<file path="config.mk">
export PLATFORM = sky130hd
export DESIGN_NAME = src_reset_controller
export DESIGN_NICKNAME = d
export VERILOG_FILES = /design/src/shared/src_pkg.sv /design/src/hw/src_reset_controller.sv
export SDC_FILE = /design/constraint.sdc
export NUM_CORES = 1
export LEC_CHECK = 0
export ABC_AREA = 1
export CORE_MARGIN = 4
export CORE_UTILIZATION = 55
export DETAILED_ROUTE_END_ITERATION = 10
export DONT_BUFFER_PORTS = 1
export PLACE_DENSITY_LB_ADDON = 0.15
export SLEW_MARGIN = 20
export SYNTH_ARGS = -nofsm -noshare
export SYNTH_HDL_FRONTEND = slang
export SYNTH_SLANG_ARGS = --single-unit
</file>
<file path="constraint.sdc">
create_clock -name clock -period 4.05 [get_ports clock]
set_input_delay 0.2025 -clock clock [delete_from_list [all_inputs] [get_ports clock]]
set_output_delay 0.2025 -clock clock [all_outputs]
set_load 0.02 [all_outputs]
</file>
<file path="src/shared/src_pkg.sv">
// Operation
// - Optional sources request reset only when their fuse or software enable is set.
// - Every reset reloads all fuse-backed registers before the system runs.
// - Each reset records its cause in the cause flag register.
// - Power-on reset is always on; reset holds until initialization completes.
// - Power-on detection reasserts reset at once, with no delay.
// - Enabled brown-out holds reset until supply rises above threshold.
// - Reset pin is filtered; only a long enough low level requests reset.
// - Enabled reset pin holds reset while low, releases when high again.
// - Watchdog timeout request issues a watchdog reset.
// - Watchdog and software resets give an internal pulse of about 150 ns.
// - Writing one to bit 0 of the software reset register starts reset.
// - The software reset bit always reads as zero.
// - Software reset write counts only within four instructions after unlock key.
// - All resets reload fuses; only power-on also resets debug-port logic.
// - Start-up delay lengthens initialization only after power-on or brown-out.
// - Enabled start-up memory scan further lengthens initialization.
// - The controller runs in active mode and every sleep mode.
// - Writing one clears a cause flag; writing zero leaves it.
// - Power-on reset clears all cause flags and sets the power-on flag.
// - Brown-out reset clears all flags except power-on and brown-out.
// - Flags: debug bit 5, software 4, watchdog 3, pin 2, brown-out 1, power-on 0.
package src_pkg;

  // ****************************************
  // Register map
  // ****************************************
  localparam logic [3:0] IDX_CAUSE  = 4'h0;
  localparam logic [3:0] IDX_SOFT_RESET_TRIGGER  = 4'h1;
  localparam logic [3:0] IDX_UNLOCK = 4'h2;
  localparam logic [5:0] ADDR_CAUSE  = {IDX_CAUSE, 2'b00};
  localparam logic [5:0] ADDR_SOFT_RESET_TRIGGER  = {IDX_SOFT_RESET_TRIGGER, 2'b00};
  localparam logic [5:0] ADDR_UNLOCK = {IDX_UNLOCK, 2'b00};

  localparam int BIT_POR = 0;
  localparam int BIT_BOR = 1;
  localparam int BIT_PIN = 2;
  localparam int BIT_WDT = 3;
  localparam int BIT_SW  = 4;
  localparam int BIT_DBG = 5;
  localparam int BIT_SOFT_TRIG = 0;

  localparam logic [5:0] CAUSE_RESET = 6'h01;
  localparam logic [5:0] CAUSE_BOR_KEEP = 6'h03;
  // Arbitrary unlock key value
  localparam logic [7:0] UNLOCK_KEY = 8'h5a;
  localparam logic [2:0] UNLOCK_WINDOW = 3'h4;
  localparam logic [1:0] RESP_OKAY = 2'b00;
  localparam logic [1:0] RESP_SLVERR = 2'b10;

  // ****************************************
  // Timing
  // ****************************************
  localparam int CLK_MHZ = 100;
  localparam int PULSE_NS = 150;
  localparam int PULSE_CYC = (PULSE_NS * CLK_MHZ + 999) / 1000;
  localparam int FUSE_LOAD_CYC = 8;
  localparam int CNT_W = 24;

  typedef enum logic [2:0] {
    ST_RUN   = 3'b000,
    ST_HOLD  = 3'b001,
    ST_PULSE = 3'b010,
    ST_FUSE  = 3'b011,
    ST_SUT   = 3'b100,
    ST_SCAN  = 3'b101
  } src_state_t;

endpackage : src_pkg

</file>
<file path="src/hw/src_reset_controller.sv">
// Added by the designer: register access over AXI4-Lite.
`timescale 1ns/10ps
module src_reset_controller
  import src_pkg::*;
#(
  parameter int EXT_FILTER_CYC = 16,
  parameter int SUT_UNIT_CYC   = 100000
) (
  input  wire logic        clock,
  input  wire logic        resetn,
  input  wire logic [5:0]  s_axi_awaddr,
  input  wire logic        s_axi_awvalid,
  output logic             s_axi_awready,
  input  wire logic [31:0] s_axi_wdata,
  input  wire logic [3:0]  s_axi_wstrb,
  input  wire logic        s_axi_wvalid,
  output logic             s_axi_wready,
  output logic [1:0]       s_axi_bresp,
  output logic             s_axi_bvalid,
  input  wire logic        s_axi_bready,
  input  wire logic [5:0]  s_axi_araddr,
  input  wire logic        s_axi_arvalid,
  output logic             s_axi_arready,
  output logic [31:0]      s_axi_rdata,
  output logic [1:0]       s_axi_rresp,
  output logic             s_axi_rvalid,
  input  wire logic        s_axi_rready,
  input  wire logic        brownout_low,
  input  wire logic        brownout_fuse_config,
  input  wire logic        reset_pin_n,
  input  wire logic        reset_pin_function_fuse,
  input  wire logic        watchdog_timer_req,
  input  wire logic        program_debug_port_req,
  input  wire logic [2:0]  startup_delay_setting,
  input  wire logic        boot_scan_source,
  input  wire logic        memory_scan_done,
  output logic             sys_reset_n,
  output logic             debug_reset_n,
  output logic             fuse_load,
  output logic             memory_scan_start
);

  // ****************************************
  // Pin synchronisers
  // ****************************************
  logic [2:0]  sync1_ff;
  logic [2:0]  sync2_ff;
  logic        bod_in;
  logic        pin_low;
  logic        dbg_in;

  // Power-on reset is the async resetn itself, so it acts with no clock at all
  always_ff @(posedge clock or negedge resetn) begin
    if (!resetn) begin
      sync1_ff <= 3'h0;
      sync2_ff <= 3'h0;
    end else begin
      sync1_ff <= {brownout_low, ~reset_pin_n, program_debug_port_req};
      sync2_ff <= sync1_ff;
    end
  end
  assign bod_in  = sync2_ff[2];
  assign pin_low = sync2_ff[1];
  assign dbg_in  = sync2_ff[0];

  // ****************************************
  // Source qualification
  // ****************************************
  logic [15:0] ext_cnt_ff;
  logic        ext_act_ff;
  logic        bod_act;
  logic        wdt_act;

  assign bod_act = bod_in && brownout_fuse_config;
  assign wdt_act = watchdog_timer_req;

  // Glitch filter: a short low never reaches the sequencer
  always_ff @(posedge clock or negedge resetn) begin
    if (!resetn) begin
      ext_cnt_ff <= 16'h0000;
      ext_act_ff <= 1'b0;
    end else if (!pin_low || !reset_pin_function_fuse) begin
      ext_cnt_ff <= 16'h0000;
      ext_act_ff <= 1'b0;
    end else if (ext_cnt_ff == 16'(EXT_FILTER_CYC - 1)) begin
      ext_act_ff <= 1'b1;
    end else begin
      ext_cnt_ff <= ext_cnt_ff + 16'h0001;
    end
  end

  // ****************************************
  // Register bus
  // ****************************************
  logic        aw_ok_ff;
  logic [5:0]  awaddr_ff;
  logic        w_ok_ff;
  logic [7:0]  wdata_ff;
  logic        wlane_ff;
  logic        bvalid_ff;
  logic [1:0]  bresp_ff;
  logic        rvalid_ff;
  logic [31:0] rdata_ff;
  logic [1:0]  rresp_ff;
  logic        do_wr;
  logic        wr_cause;
  logic        wr_soft_reset_trigger;
  logic        wr_unlock;
  logic [2:0]  unlock_ff;
  logic        sw_req;
  logic [5:0]  cause_ff;

  assign s_axi_awready = !aw_ok_ff && !bvalid_ff;
  assign s_axi_wready  = !w_ok_ff && !bvalid_ff;
  assign s_axi_bvalid  = bvalid_ff;
  assign s_axi_bresp   = bresp_ff;
  assign s_axi_arready = !rvalid_ff;
  assign s_axi_rvalid  = rvalid_ff;
  assign s_axi_rdata   = rdata_ff;
  assign s_axi_rresp   = rresp_ff;

  assign do_wr     = aw_ok_ff && w_ok_ff;
  assign wr_cause  = do_wr && wlane_ff && (awaddr_ff == ADDR_CAUSE);
  assign wr_soft_reset_trigger  = do_wr && wlane_ff && (awaddr_ff == ADDR_SOFT_RESET_TRIGGER);
  assign wr_unlock = do_wr && wlane_ff && (awaddr_ff == ADDR_UNLOCK);
  // Locked writes are accepted with OKAY but change nothing
  assign sw_req    = wr_soft_reset_trigger && wdata_ff[BIT_SOFT_TRIG] && (unlock_ff != 3'h0);

  always_ff @(posedge clock or negedge resetn) begin
    if (!resetn) begin
      aw_ok_ff  <= 1'b0;
      awaddr_ff <= 6'h00;
    end else if (s_axi_awvalid && s_axi_awready) begin
      aw_ok_ff  <= 1'b1;
      awaddr_ff <= {s_axi_awaddr[5:2], 2'b00};
    end else if (do_wr) begin
      aw_ok_ff  <= 1'b0;
    end
  end

  always_ff @(posedge clock or negedge resetn) begin
    if (!resetn) begin
      w_ok_ff  <= 1'b0;
      wdata_ff <= 8'h00;
      wlane_ff <= 1'b0;
    end else if (s_axi_wvalid && s_axi_wready) begin
      w_ok_ff  <= 1'b1;
      wdata_ff <= s_axi_wdata[7:0];
      wlane_ff <= s_axi_wstrb[0];
    end else if (do_wr) begin
      w_ok_ff  <= 1'b0;
    end
  end

  always_ff @(posedge clock or negedge resetn) begin
    if (!resetn) begin
      bvalid_ff <= 1'b0;
      bresp_ff  <= RESP_OKAY;
    end else if (do_wr) begin
      bvalid_ff <= 1'b1;
      bresp_ff  <= (awaddr_ff[5:2] > IDX_UNLOCK) ? RESP_SLVERR : RESP_OKAY;
    end else if (s_axi_bready) begin
      bvalid_ff <= 1'b0;
    end
  end

  always_ff @(posedge clock or negedge resetn) begin
    if (!resetn) begin
      rvalid_ff <= 1'b0;
      rdata_ff  <= 32'h0000_0000;
      rresp_ff  <= RESP_OKAY;
    end else if (s_axi_arvalid && s_axi_arready) begin
      rvalid_ff <= 1'b1;
      rresp_ff  <= RESP_OKAY;
      case (s_axi_araddr[5:2])
        IDX_CAUSE:  rdata_ff <= {26'h0, cause_ff};
        IDX_SOFT_RESET_TRIGGER:  rdata_ff <= 32'h0000_0000;
        IDX_UNLOCK: rdata_ff <= {31'h0, unlock_ff != 3'h0};
        default: begin
          rdata_ff <= 32'h0000_0000;
          rresp_ff <= RESP_SLVERR;
        end
      endcase
    end else if (s_axi_rready) begin
      rvalid_ff <= 1'b0;
    end
  end

  // One instruction per clock is assumed, so the window closes after four cycles
  always_ff @(posedge clock or negedge resetn) begin
    if (!resetn) begin
      unlock_ff <= 3'h0;
    end else if (wr_unlock && wdata_ff == UNLOCK_KEY) begin
      unlock_ff <= UNLOCK_WINDOW;
    end else if (unlock_ff != 3'h0) begin
      unlock_ff <= unlock_ff - 3'h1;
    end
  end

  // ****************************************
  // Reset sequencer
  // ****************************************
  src_state_t       state_ff;
  src_state_t       nxt_state;
  logic [CNT_W-1:0] cnt_ff;
  logic [CNT_W-1:0] nxt_cnt;
  logic             psu_ff;
  logic             level_req;
  logic             pulse_req;
  logic [CNT_W-1:0] sut_cyc;

  assign level_req = bod_act || ext_act_ff || dbg_in;
  assign pulse_req = wdt_act || sw_req;
  assign sut_cyc   = CNT_W'(startup_delay_setting) * CNT_W'(SUT_UNIT_CYC);

  // Level sources win over everything; a pulse restarts the sequence from the top
  always_comb begin
    nxt_state = state_ff;
    nxt_cnt   = (cnt_ff == '0) ? '0 : cnt_ff - CNT_W'(1);
    if (level_req) begin
      nxt_state = ST_HOLD;
    end else if (pulse_req) begin
      nxt_state = ST_PULSE;
      nxt_cnt   = CNT_W'(PULSE_CYC - 1);
    end else begin
      case (state_ff)
        ST_RUN:  nxt_state = ST_RUN;
        ST_HOLD: begin
          nxt_state = ST_FUSE;
          nxt_cnt   = CNT_W'(FUSE_LOAD_CYC - 1);
        end
        ST_PULSE: begin
          if (cnt_ff == '0) begin
            nxt_state = ST_FUSE;
            nxt_cnt   = CNT_W'(FUSE_LOAD_CYC - 1);
          end
        end
        ST_FUSE: begin
          if (cnt_ff == '0) begin
            if (psu_ff && sut_cyc != '0) begin
              nxt_state = ST_SUT;
              nxt_cnt   = sut_cyc - CNT_W'(1);
            end else if (boot_scan_source) begin
              nxt_state = ST_SCAN;
            end else begin
              nxt_state = ST_RUN;
            end
          end
        end
        ST_SUT: begin
          if (cnt_ff == '0) begin
            nxt_state = boot_scan_source ? ST_SCAN : ST_RUN;
          end
        end
        ST_SCAN: begin
          if (memory_scan_done && !memory_scan_start) begin
            nxt_state = ST_RUN;
          end
        end
        default: nxt_state = ST_HOLD;
      endcase
    end
  end

  // Free-running clock, never gated by sleep, so sources are seen in any mode
  always_ff @(posedge clock or negedge resetn) begin
    if (!resetn) begin
      state_ff <= ST_HOLD;
      cnt_ff   <= '0;
    end else begin
      state_ff <= nxt_state;
      cnt_ff   <= nxt_cnt;
    end
  end

  always_ff @(posedge clock or negedge resetn) begin
    if (!resetn) begin
      psu_ff <= 1'b1;
    end else if (bod_act) begin
      psu_ff <= 1'b1;
    end else if (state_ff == ST_RUN) begin
      psu_ff <= 1'b0;
    end
  end

  always_ff @(posedge clock or negedge resetn) begin
    if (!resetn) begin
      sys_reset_n       <= 1'b0;
      fuse_load         <= 1'b0;
      memory_scan_start <= 1'b0;
      debug_reset_n     <= 1'b0;
    end else begin
      sys_reset_n       <= (nxt_state == ST_RUN);
      fuse_load         <= (nxt_state == ST_FUSE);
      memory_scan_start <= (nxt_state == ST_SCAN) && (state_ff != ST_SCAN);
      debug_reset_n     <= 1'b1;
    end
  end

  // ****************************************
  // Cause flags
  // ****************************************
  logic [5:0] set_vec;
  logic [5:0] clr_vec;

  assign set_vec = {dbg_in, sw_req, wdt_act, ext_act_ff, 2'b00};
  assign clr_vec = wr_cause ? wdata_ff[5:0] : 6'h00;

  always_ff @(posedge clock or negedge resetn) begin
    if (!resetn) begin
      cause_ff <= CAUSE_RESET;
    end else if (bod_act) begin
      cause_ff <= (cause_ff & CAUSE_BOR_KEEP) | (6'h01 << BIT_BOR);
    end else begin
      cause_ff <= (cause_ff & ~clr_vec) | set_vec;
    end
  end
endmodule : src_reset_controller

</file>
==> results.tsv, run 1 <==
stage	metric	value	unit
final_layout	final_common_cell	nand2_1	
clocking	cts.sinks	89	
final_layout	fin_nets	761	
yosys	synth_cells	653	
grt	top_usage_layer	met2	
routing	firstDrtPassIters	4	
grt	grt_pass1_wl	19.2	mm
final_layout	areaGrowthSynthToFinish	8.47	%
clocking	clockBufferDepth	2	
routing	wirelength	10.9	mm
yosys	synth-seq-cells	89	
setup_path	cp_slowest_cell	dfrtp_1	
place	placed_cell_area	0.00524	mm2
setup_path	critPathMaxFanout	16	
setup_path	crit_type	reg2reg	
final_layout	layout_common_cells	nand2_1 (106), inv_1 (103), dfrtp_1 (86), nor2_1 (82), o21ai_0 (41)	
power	leakage	2.76	nW
timing	final_hold_viol_count	0	
timing	finalSetupViolCount	0	
yosys	synth_edf_count	0	
timing	timing.final.crit_share	0.630	
place	gp_congestion	0.884	
outcome	status	complete, no violations	
setup_path	critPathArrivalTime	2.83	ns
routing	routed_via_density	5.14	
timing	skew	0.0177	ns
final_layout	n_fill_cell	837	
power	power_density	482	mW/mm2
final_layout	diodes	0	
timing	period_needed	2.55	ns
clocking	cts.htree.levels	3	
floorplanning	die_area	0.0111	mm2
power	ir_drop	324	uV
yosys	synth-async-reset-ratio	1.00	
flow_run	cap_viol_max_count	0	
floorplanning	die_h	105	um
place	dp_hpwl	8.19	mm
final_layout	final_area	0.00564	mm2
timing	fin_setup_tns	0	ns
clocking	post_cts_buffers	0	
floorplanning	rows	35	
final_layout	drive_gt1_frac	0.0920	
grt	grt.total_usage	0.212	
clocking	clkTransAtPathRegs	0.11	ns
power	finalPower	0.00272	W
floorplanning	initial_core_util	0.563	
grt	use_met1	0.297	
timing	rsz0062_at_grt	no	
grt	grt_overflow	0	
final_layout	utilization	0.611	
clocking	cts_root_buffer	clkbuf_8	
routing	initialDrtViolationCount	196	
routing	drc	0	
grt	use_met3	0.0331	
timing	fmax	392	MHz
floorplanning	core	0.00924	mm2
routing	vias	4188	
floorplanning	io_pins	111	
grt	grt_pass1_vias	4126	
setup_path	crit_chain	inv_1 -> ha_1 -> inv_1 -> nor2_1 -> nor3_2 -> a21oi_1 -> a21oi_1 -> inv_1 -> nand2_1 -> inv_2 -> o21ai_0 -> o21ai_0	
yosys	netlist_area	0.00520	mm2
grt	grtUsageMet2	0.342	
yosys	ys_warn_count	0	
timing	tightest_slew	0.597	ns
timing	drv_slew	0	
yosys	synthFlopType	dfrtp_1	
place	portBuffers	0	
setup_path	setup.worst_path.end_class	flip-flop	
grt	antenna_found_initial	0	
setup_path	start_kind	flip-flop	
clocking	clock_latency	0.37	ns
setup_path	cpPeakStageDelay	0.39	ns
setup_path	crit_required	4.33	ns
clocking	cts_tree	yes	
yosys	avgSynthCellArea	7.97	um2
routing	ant_nets	0	
clocking	cts_buffers	9	
yosys	ys_seq_area_frac	0.429	
timing	relSlewSlack	0.598	
yosys	synth_cell_types	46	
setup_path	critPathMostFrequentCell	inv_1	
routing	avgRoutedWirePerCell	13.4	um
floorplanning	die_x	105	um
worst_hold_path	worst_hold_path_type	in2reg	
grt	grt_max_degree	90	
flip-flops by register name (all words and copies together), names as in the netlist:
register	flops
ext_cnt_ff	16
state_ff	3
ext_act_ff	1
sys_reset_n	1
s_axi_rresp	1
aw_ok_ff	1
memory_scan_start	1
w_ok_ff	1
cause_ff	6
s_axi_rdata	6
s_axi_bvalid	1
debug_reset_n	1
fuse_load	1
psu_ff	1
s_axi_rvalid	1
cnt_ff	24
unlock_ff	3
wlane_ff	1
s_axi_bresp	1
awaddr_ff	4
sync2_ff	3
sync1_ff	3
wdata_ff	8
path summary, 6_finish.rpt:
| kind | start | to | slack, ns | depth (start not counted) |
|---|---|---|---|---|
| max in group asynchronous | resetn | state_ff[0] | 3.26 | 2 |
| min | s_axi_wstrb[0] | wlane_ff | 0.02 | 2 |
| min reg2reg | sync1_ff[1] | sync2_ff[1] | 0.36 | 0 |
| max | unlock_ff[0] | cnt_ff[17] | 1.50 | 12 |
| max reg2reg | unlock_ff[0] | cnt_ff[17] | 1.50 | 12 |
| min in group asynchronous | resetn | s_axi_rdata[2] | 0.37 | 2 |
cell families (layout without fill, tap and decap cells):
logic type | count (synthesis) | count (layout) | synth area share
flops | 89 | 89 | 0.429
compound gates | 107 | 107 | 0.115
mux | 5 | 5 | 0.0108
simple gates | 277 | 277 | 0.253
other cells | 2 | 29 | 0.00144
xor+xnor | 21 | 21 | 0.0354
fa+ha+maj | 15 | 15 | 0.0361
buf+inv | 137 | 142 | 0.120
report_power, final:
part | leakage, nW | internal [W] | switching (W)
logic | 1.53 | 0.000325 | 0.000570
registers | 1.13 | 0.00108 | 0.000157
clock network | 0.0957 | 0.000240 | 0.000352
per-layer routing:
metal | part of all wire | wire length [um] | vias up
li1 | - | - | 2110
met3 | 0.039 | 431 | 10
met2 | 0.46 | 5030 | 92
met1 | 0.49 | 5360 | 1976
met5 | 0 | 0 | -
met4 | 0.012 | 128 | 0
worst max-delay path: cells and delay by family, from the launching register on:
| family | cells | cell delay [ns] |
|---|---|---|
| DFF | 1 | 0.39 |
| and+or+nand+nor | 3 | 0.77 |
| buffers and inverters | 4 | 0.44 |
| adders and majority gates | 1 | 0.15 |
| AOI/OAI and AO/OA | 4 | 0.69 |
area by class of cell:
class | count | area (um2) | area share
Clock inverter | 6 | 57.6 | 0.0102
Sequential cell | 89 | 2230 | 0.395
Tap cell | 129 | 161 | 0.0286
Multi-Input combinational cell | 454 | 2450 | 0.434
Timing Repair Buffer | 20 | 218 | 0.0386
Clock buffer | 10 | 128 | 0.0226
Inverter | 106 | 398 | 0.0705
metrics by stage:
stage	hold WS, ns	setup WS [ns]	std cells
6_report	0.0209	1.50	814
5_1_grt	0.0217	1.15	814
4_1_cts	0.00579	1.47	814
3_5_place_dp	-0.0908	1.53	778
3_3_place_gp	-0.0909	1.58	778
2_1_floorplan	-0.0931	1.83	680
synth_stat cells, types with 3 or more instances:
master	instances	area [um2]
inv_1	103	387
nand2_2	7	43.8
dfstp_2	3	78.8
nor2_2	7	43.8
nor4_2	3	37.5
xnor2_1	7	61.3
ha_1	15	188
o21ai_0	41	205
nand2_1	106	398
nor4_1	5	31.3
dfrtp_1	86	2150
nor2_1	82	308
nand4_1	12	75.1
inv_2	3	11.3
o31ai_1	3	22.5
buf_4	29	218
mux2_2	5	56.3
a21oi_1	38	190
or2_2	5	31.3
xor2_1	14	123
nor3_1	15	75.1
o22ai_1	8	50.1
nor2_4	4	45.0
nand3_1	18	90.1
a31oi_1	4	25.0
timing repair:
item,CTS,global route
resized for setup,0,0
hold buffers,20,0
hold endpoints to repair,107,0
Note: power is estimated with default switching activity, not from simulation.
==> inputs of run 2 (changes only) <==
==> constraint.sdc (replaced) <==
create_clock -name clock -period 2.6 [get_ports clock]
set_input_delay 0.13 -clock clock [delete_from_list [all_inputs] [get_ports clock]]
set_output_delay 0.13 -clock clock [all_outputs]
set_load 0.02 [all_outputs]
==> run 2 against run 1 <==
  * Final cell count is 0.86% higher
  * Highest routed layer unchanged
  * Clock power is 58% higher
  * Worst hold slack worse by 0.0028 ns
  * Global-route usage up 0.14 points
  * Register-to-register slack got worse by 1.2 ns
  * Critical path type unchanged
  * Critical path depth is 1 lower
  * Fmax grew 13%
==> results.tsv, run 2 (synthesis results as in run 1) <==
stage	metric	value	unit	change
routing	routed_via_density	5.14		-0.14%
floorplanning	initial_core_util	0.563		unchanged
final_layout	largestRegisters	cnt_ff (24), ext_cnt_ff (16), wdata_ff (8)		
timing	finalSetupViolCount	0		unchanged
setup_path	crit_chain	inv_1 -> ha_1 -> inv_1 -> nor2_1 -> nor3_2 -> a21oi_1 -> a21oi_1 -> inv_1 -> nand2_1 -> buf_4 -> o22ai_1		
timing	fin_setup_tns	0	ns	unchanged
clocking	clock_latency	0.37	ns	about the same
routing	initialDrtViolationCount	271		+38%
timing	final_hold_viol_count	0		unchanged
floorplanning	io_pins	111		unchanged
clocking	cts_root_buffer	clkbuf_8		
setup_path	cp_slowest_cell	dfrtp_1		
setup_path	start_kind	flip-flop		
setup_path	critPathMaxFanout	11		-5
final_layout	final_common_cell	nand2_1		
timing	tightest_slew	0.594	ns	-0.00326 ns
final_layout	largest-register	cnt_ff		
floorplanning	die_x	105	um	unchanged
routing	firstDrtPassIters	4		unchanged
place	dp_hpwl	8.37	mm	+2.2%
place	portBuffers	0		unchanged
clocking	clockBufferDepth	2		unchanged
routing	drc	0		unchanged
clocking	cts_buffers	9		unchanged
routing	wirelength	11.2	mm	+2.0%
routing	ant_nets	0		unchanged
floorplanning	rows	35		unchanged
power	finalPower	0.00429	W	+58%
timing	skew	0.0169	ns	-0.000818 ns
place	gp_congestion	0.855		-3.3%
floorplanning	die_h	105	um	unchanged
outcome	status	complete, no violations		
grt	grt.total_usage	0.213		+0.00142
setup_path	crit_type	reg2reg		
timing	fmax	441	MHz	+13%
clocking	cts.htree.levels	3		unchanged
power	leakage	2.79	nW	+1.2%
setup_path	cpPeakStageDelay	0.39	ns	about the same
power	power_density	753	mW/mm2	+56%
final_layout	layout_common_cells	nand2_1 (106), inv_1 (103), dfrtp_1 (86), nor2_1 (82), o21ai_0 (41)		
setup_path	critPathArrivalTime	2.55	ns	-0.28 ns
grt	grt_overflow	0		unchanged
timing	timing.final.crit_share	0.871		+0.242
clocking	holdBufCountCts	22		+10%
floorplanning	core	0.00924	mm2	unchanged
timing	rsz0062_at_grt	no		
final_layout	fin_nets	768		+0.92%
final_layout	utilization	0.618		+0.00691
final_layout	multi_input_area	0.00245	mm2	unchanged
clocking	cts_tree	yes		
timing	period_needed	2.27	ns	-0.284 ns
grt	grt_pass1_wl	19.3	mm	+0.54%
flow_run	cap_viol_max_count	0		unchanged
final_layout	areaGrowthSynthToFinish	9.69	%	
final_layout	drive_gt1_frac	0.0997		+0.00774
setup_path	critPathMostFrequentCell	inv_1		
floorplanning	die_area	0.0111	mm2	unchanged
final_layout	diodes	0		unchanged
routing	vias	4218		+0.72%
grt	grt_pass1_vias	4095		-0.75%
grt	antenna_found_initial	0		unchanged
setup_path	setup.worst_path.end_class	flip-flop		
clocking	cts-resized-gates	0		unchanged
routing	avgRoutedWirePerCell	13.6	um	+1.1%
timing	relSlewSlack	0.601		+0.00219
clocking	post_cts_buffers	0		unchanged
clocking	cts.sinks	89		unchanged
grt	grt_max_degree	90		unchanged
setup_path	crit_required	2.89	ns	-1.44 ns
timing	drv_slew	0		unchanged
clocking	clkTransAtPathRegs	0.10	ns	about the same
final_layout	largest_reg_flops	24		unchanged
final_layout	seqCellArea	0.00223	mm2	unchanged
final_layout	n_fill_cell	809		-3.3%
worst_hold_path	worst_hold_path_type	in2reg		
power	ir_drop	510	uV	+57%
==> run 2: final cells by class <==
| class | count | share of cell area |
|---|---|---|
| clock buffer | 10 | 0.0241 |
| clock inverter | 6 | 0.00943 |
| inverter | 106 | 0.0697 |
| multi-input combinational | 454 | 0.429 |
| sequential | 89 | 0.391 |
| tap | 129 | 0.0283 |
| timing repair buffer | 27 | 0.0482 |
==> run 2: worst paths after layout <==
path                                      start             end  slack (ns)  cells after the start
worst min register to register      sync1_ff[0]     sync2_ff[0]        0.35                      0
worst min-delay path            s_axi_araddr[3]  s_axi_rresp[1]        0.02                      4
worst max-delay path               unlock_ff[0]       cnt_ff[6]        0.33                     11
min in group asynchronous                resetn  s_axi_rdata[5]        0.36                      2
max in group asynchronous                resetn          psu_ff        1.87                      2
worst max register to register     unlock_ff[0]       cnt_ff[6]        0.33                     11
==> run 2: per-stage QoR <==
stage / std cells / setup WS [ns] / hold slack (ns) / instance area [um2]
floorplan: 680 / 0.452 / -0.166 / 5300
global placement: 783 / 0.261 / -0.163 / 5280
detailed placement: 783 / 0.252 / -0.164 / 5280
CTS: 821 / 0.372 / 0.00245 / 5710
global route: 821 / 0.0829 / 0.0245 / 5710
finish: 821 / 0.335 / 0.0181 / 5710
==> run 2: metal layers <==
metal | part of all wire | track usage
met5 | 0 | 0
met4 | 0.014 | 0.0553
met3 | 0.047 | 0.0367
met2 | 0.47 | 0.347
met1 | 0.47 | 0.295
==> run 2: report_power, final <==
part / switching (W) / total, W / internal (W)
sequential: 0.000248 / 0.00193 / 0.00168
combinational: 0.000904 / 0.00143 / 0.000524
clock: 0.000543 / 0.000937 / 0.000394
==> run 2: worst max-delay path, delay by kind of cell, from the launching register on <==
family	cells	cell delay [ns]
buffers and inverters	4	0.51
AND/OR/NAND/NOR	3	0.60
flip-flops	1	0.39
AO/OA/AOI/OAI	3	0.53
adder cells (fa/ha/maj)	1	0.15
==> inputs of run 3 (changes only) <==
==> constraint.sdc (replaced) <==
create_clock -name clock -period 2.6 [get_ports clock]
set_input_delay 0.52 -clock clock [delete_from_list [all_inputs] [get_ports clock]]
set_output_delay 0.52 -clock clock [all_outputs]
set_load 0.02 [all_outputs]
==> run 3 against run 2 <==
  * Non-clock buffer count fell by 8
  * Sequential cell count is the same
  * Worst hold slack gained 0.034 ns
  * Via count is 2.1% lower
  * Sequential power about the same
  * Largest power group unchanged
  * Highest routed layer unchanged
==> results.tsv, run 3 (synthesis results as in run 1) <==
stage	metric	value	unit	change
outcome	status	complete, no violations		
floorplanning	core	0.00924	mm2	unchanged
setup_path	cpPeakStageDelay	0.39	ns	about the same
place	portBuffers	0		unchanged
setup_path	critPathMostFrequentCell	inv_1		
setup_path	start_kind	flip-flop		
final_layout	layout_common_cells	nand2_1 (106), inv_1 (103), dfrtp_1 (86), nor2_1 (82), o21ai_0 (41)		
grt	top_usage_layer	met2		
clocking	cts.sinks	89		unchanged
routing	vias	4128		-2.1%
final_layout	final_area	0.00561	mm2	-1.8%
final_layout	largest-register	cnt_ff		
floorplanning	die_x	105	um	unchanged
power	combPwrFrac	0.328		-0.004
setup_path	r2r-start	unlock_ff[0]		
setup_path	setup.worst_path.end_class	flip-flop		
grt	grt_pass1_vias	3950		-3.5%
grt	grt.total_usage	0.208		-0.00469
floorplanning	die_h	105	um	unchanged
setup_path	rrSetupSlack	0.28	ns	-0.05 ns
grt	use_met1	0.294		-0.00110
grt	grt_max_degree	90		unchanged
clocking	cts-resized-gates	0		unchanged
routing	ant_nets	0		unchanged
flow_run	cap_viol_max_count	0		unchanged
setup_path	crit_required	2.88	ns	about the same
worst_hold_path	worst_hold_path_type	in2async		
clocking	cts_buffers	9		unchanged
power	pwr-share-seq	0.446		-0.003
timing	period_needed	2.32	ns	+0.0513 ns
routing	avgRoutedWirePerCell	13.4	um	-1.4%
setup_path	crit_path_start	unlock_ff[0]		
setup_path	cp_num_buf_inv	4		unchanged
grt	grtUsageMet2	0.332		-0.0146
routing	firstDrtPassIters	5		+1
setup_path	crit_type	reg2reg		
routing	wirelength	10.9	mm	-2.4%
routing	initialDrtViolationCount	199		-27%
final_layout	diodes	0		unchanged
final_layout	fin_nets	760		-1.0%
floorplanning	io_pins	111		unchanged
timing	drv_slew	0		unchanged
place	gp_congestion	0.852		-0.35%
final_layout	drive_gt1_frac	0.118		+0.0187
clocking	clock_latency	0.37	ns	about the same
routing	drc	0		unchanged
floorplanning	rows	35		unchanged
power	p_sw_frac	0.385		-0.00985
power	ir_drop	601	uV	+18%
final_layout	largest_reg_flops	24		unchanged
timing	setup_ws	0.283	ns	-0.0513 ns
setup_path	r2r_end	cnt_ff[17]		
power	p_sw	0.00166	W	-1.8%
final_layout	n_fill_cell	797		-1.5%
timing	relSlewSlack	0.615		+0.0145
setup_path	critPathMaxFanout	11		unchanged
power	power_density	771	mW/mm2	+2.5%
final_layout	areaGrowthSynthToFinish	7.74	%	
timing	timing.final.crit_share	0.891		+0.0197
routing	routed_via_density	5.08		-1.2%
setup_path	crit_chain	inv_1 -> ha_1 -> inv_1 -> nor2_1 -> nor3_2 -> a21oi_1 -> a21oi_1 -> inv_1 -> nand2_1 -> inv_2 -> o21ai_0 -> o21ai_0		
setup_path	worst-path-stages	12		+1
clocking	clkTransAtPathRegs	0.10	ns	about the same
place	placed_cell_area	0.00538	mm2	+1.8%
power	p_int	0.00266	W	+2.3%
grt	grt_overflow	0		unchanged
floorplanning	die_area	0.0111	mm2	unchanged
timing	skew	0.0150	ns	-0.00191 ns
final_layout	final_common_cell	nand2_1		
setup_path	critPathArrivalTime	2.60	ns	+0.05 ns
power	leakage	2.77	nW	-0.72%
timing	fmax	432	MHz	-2.2%
timing	finalSetupViolCount	0		unchanged
setup_path	crit_family	simple AND/OR/NAND/NOR gates		
grt	grt_pass1_wl	18.8	mm	-2.6%
setup_path	reg2reg_depth	12		+1
clocking	holdBufCountCts	1		-95%
clocking	cts.htree.levels	3		unchanged
clocking	cts_tree	yes		
clocking	cts_root_buffer	clkbuf_8		
timing	rsz0062_at_grt	no		
final_layout	finalNonFillerCells	813		-0.97%
grt	antenna_found_initial	0		unchanged
place	pre_cts_ws	-0.0532	ns	-0.305 ns
grt	use_met3	0.0325		-0.00429
timing	final_hold_viol_count	0		unchanged
clocking	post_cts_buffers	0		unchanged
clocking	clockBufferDepth	2		unchanged
setup_path	cp_slowest_cell	dfrtp_1		
setup_path	critPathCapture	cnt_ff[17]		
final_layout	largestRegisters	cnt_ff (24), ext_cnt_ff (16), wdata_ff (8)		
place	dp_hpwl	8.41	mm	+0.48%
floorplanning	initial_core_util	0.563		unchanged
place	place_inst	796		+1.7%
timing	tightest_slew	0.572	ns	-0.0216 ns
power	clockPowerShare	0.226		+0.008
==> run 3: power groups by stage <==
stage          registers (W)  clock network, W  logic, W
6_report             0.00193          0.000978   0.00142
5_1_grt              0.00197           0.00108   0.00163
4_1_cts              0.00193           0.00101   0.00142
3_5_place_dp         0.00195                 0   0.00138
3_3_place_gp         0.00194                 0   0.00134
2_1_floorplan        0.00190                 0   0.00115
==> run 3: through the flow <==
step	power, W	utilization	TNS (ns)	hold WS, ns
2_1_floorplan	0.00305	-	0	0.224
6_report	0.00432	0.607	0	0.0517
4_1_cts	0.00436	0.607	0	0.0593
5_1_grt	0.00468	0.607	0	0.0549
3_5_place_dp	0.00334	0.582	-0.148	0.227
3_3_place_gp	0.00328	0.582	-0.0230	0.226
==> run 3: routing by layer <==
layer / vias to the layer above / part of all wire / wire [um]
li1: 2107 / - / -
met3: 10 / 0.041 / 451
met4: 0 / 0.012 / 128
met5: - / 0 / 0
met1: 1924 / 0.49 / 5290
met2: 87 / 0.46 / 5030
==> run 3: area by class of cell <==
cell class                      count  area [um2]  area share
Tap cell                          129         161      0.0288
Clock inverter                      6        75.1      0.0134
Inverter                          106         398      0.0710
Timing Repair Buffer               19         163      0.0290
Sequential cell                    89        2230       0.398
Clock buffer                       10         128      0.0228
Multi-Input combinational cell    454        2450       0.437
==> run 3: worst min path at each step <==
| stage | endpoint | slack, ns | cells past startpoint |
|---|---|---|---|
| global placement | s_axi_rdata[0] | 0.23 | 0 |
| global route | s_axi_rdata[0] | 0.05 | 1 |
| finish | unlock_ff[0] | 0.05 | 1 |
| detailed placement | s_axi_rdata[0] | 0.23 | 0 |
| floorplan | aw_ok_ff | 0.22 | 0 |
| CTS | s_axi_rdata[0] | 0.06 | 1 |
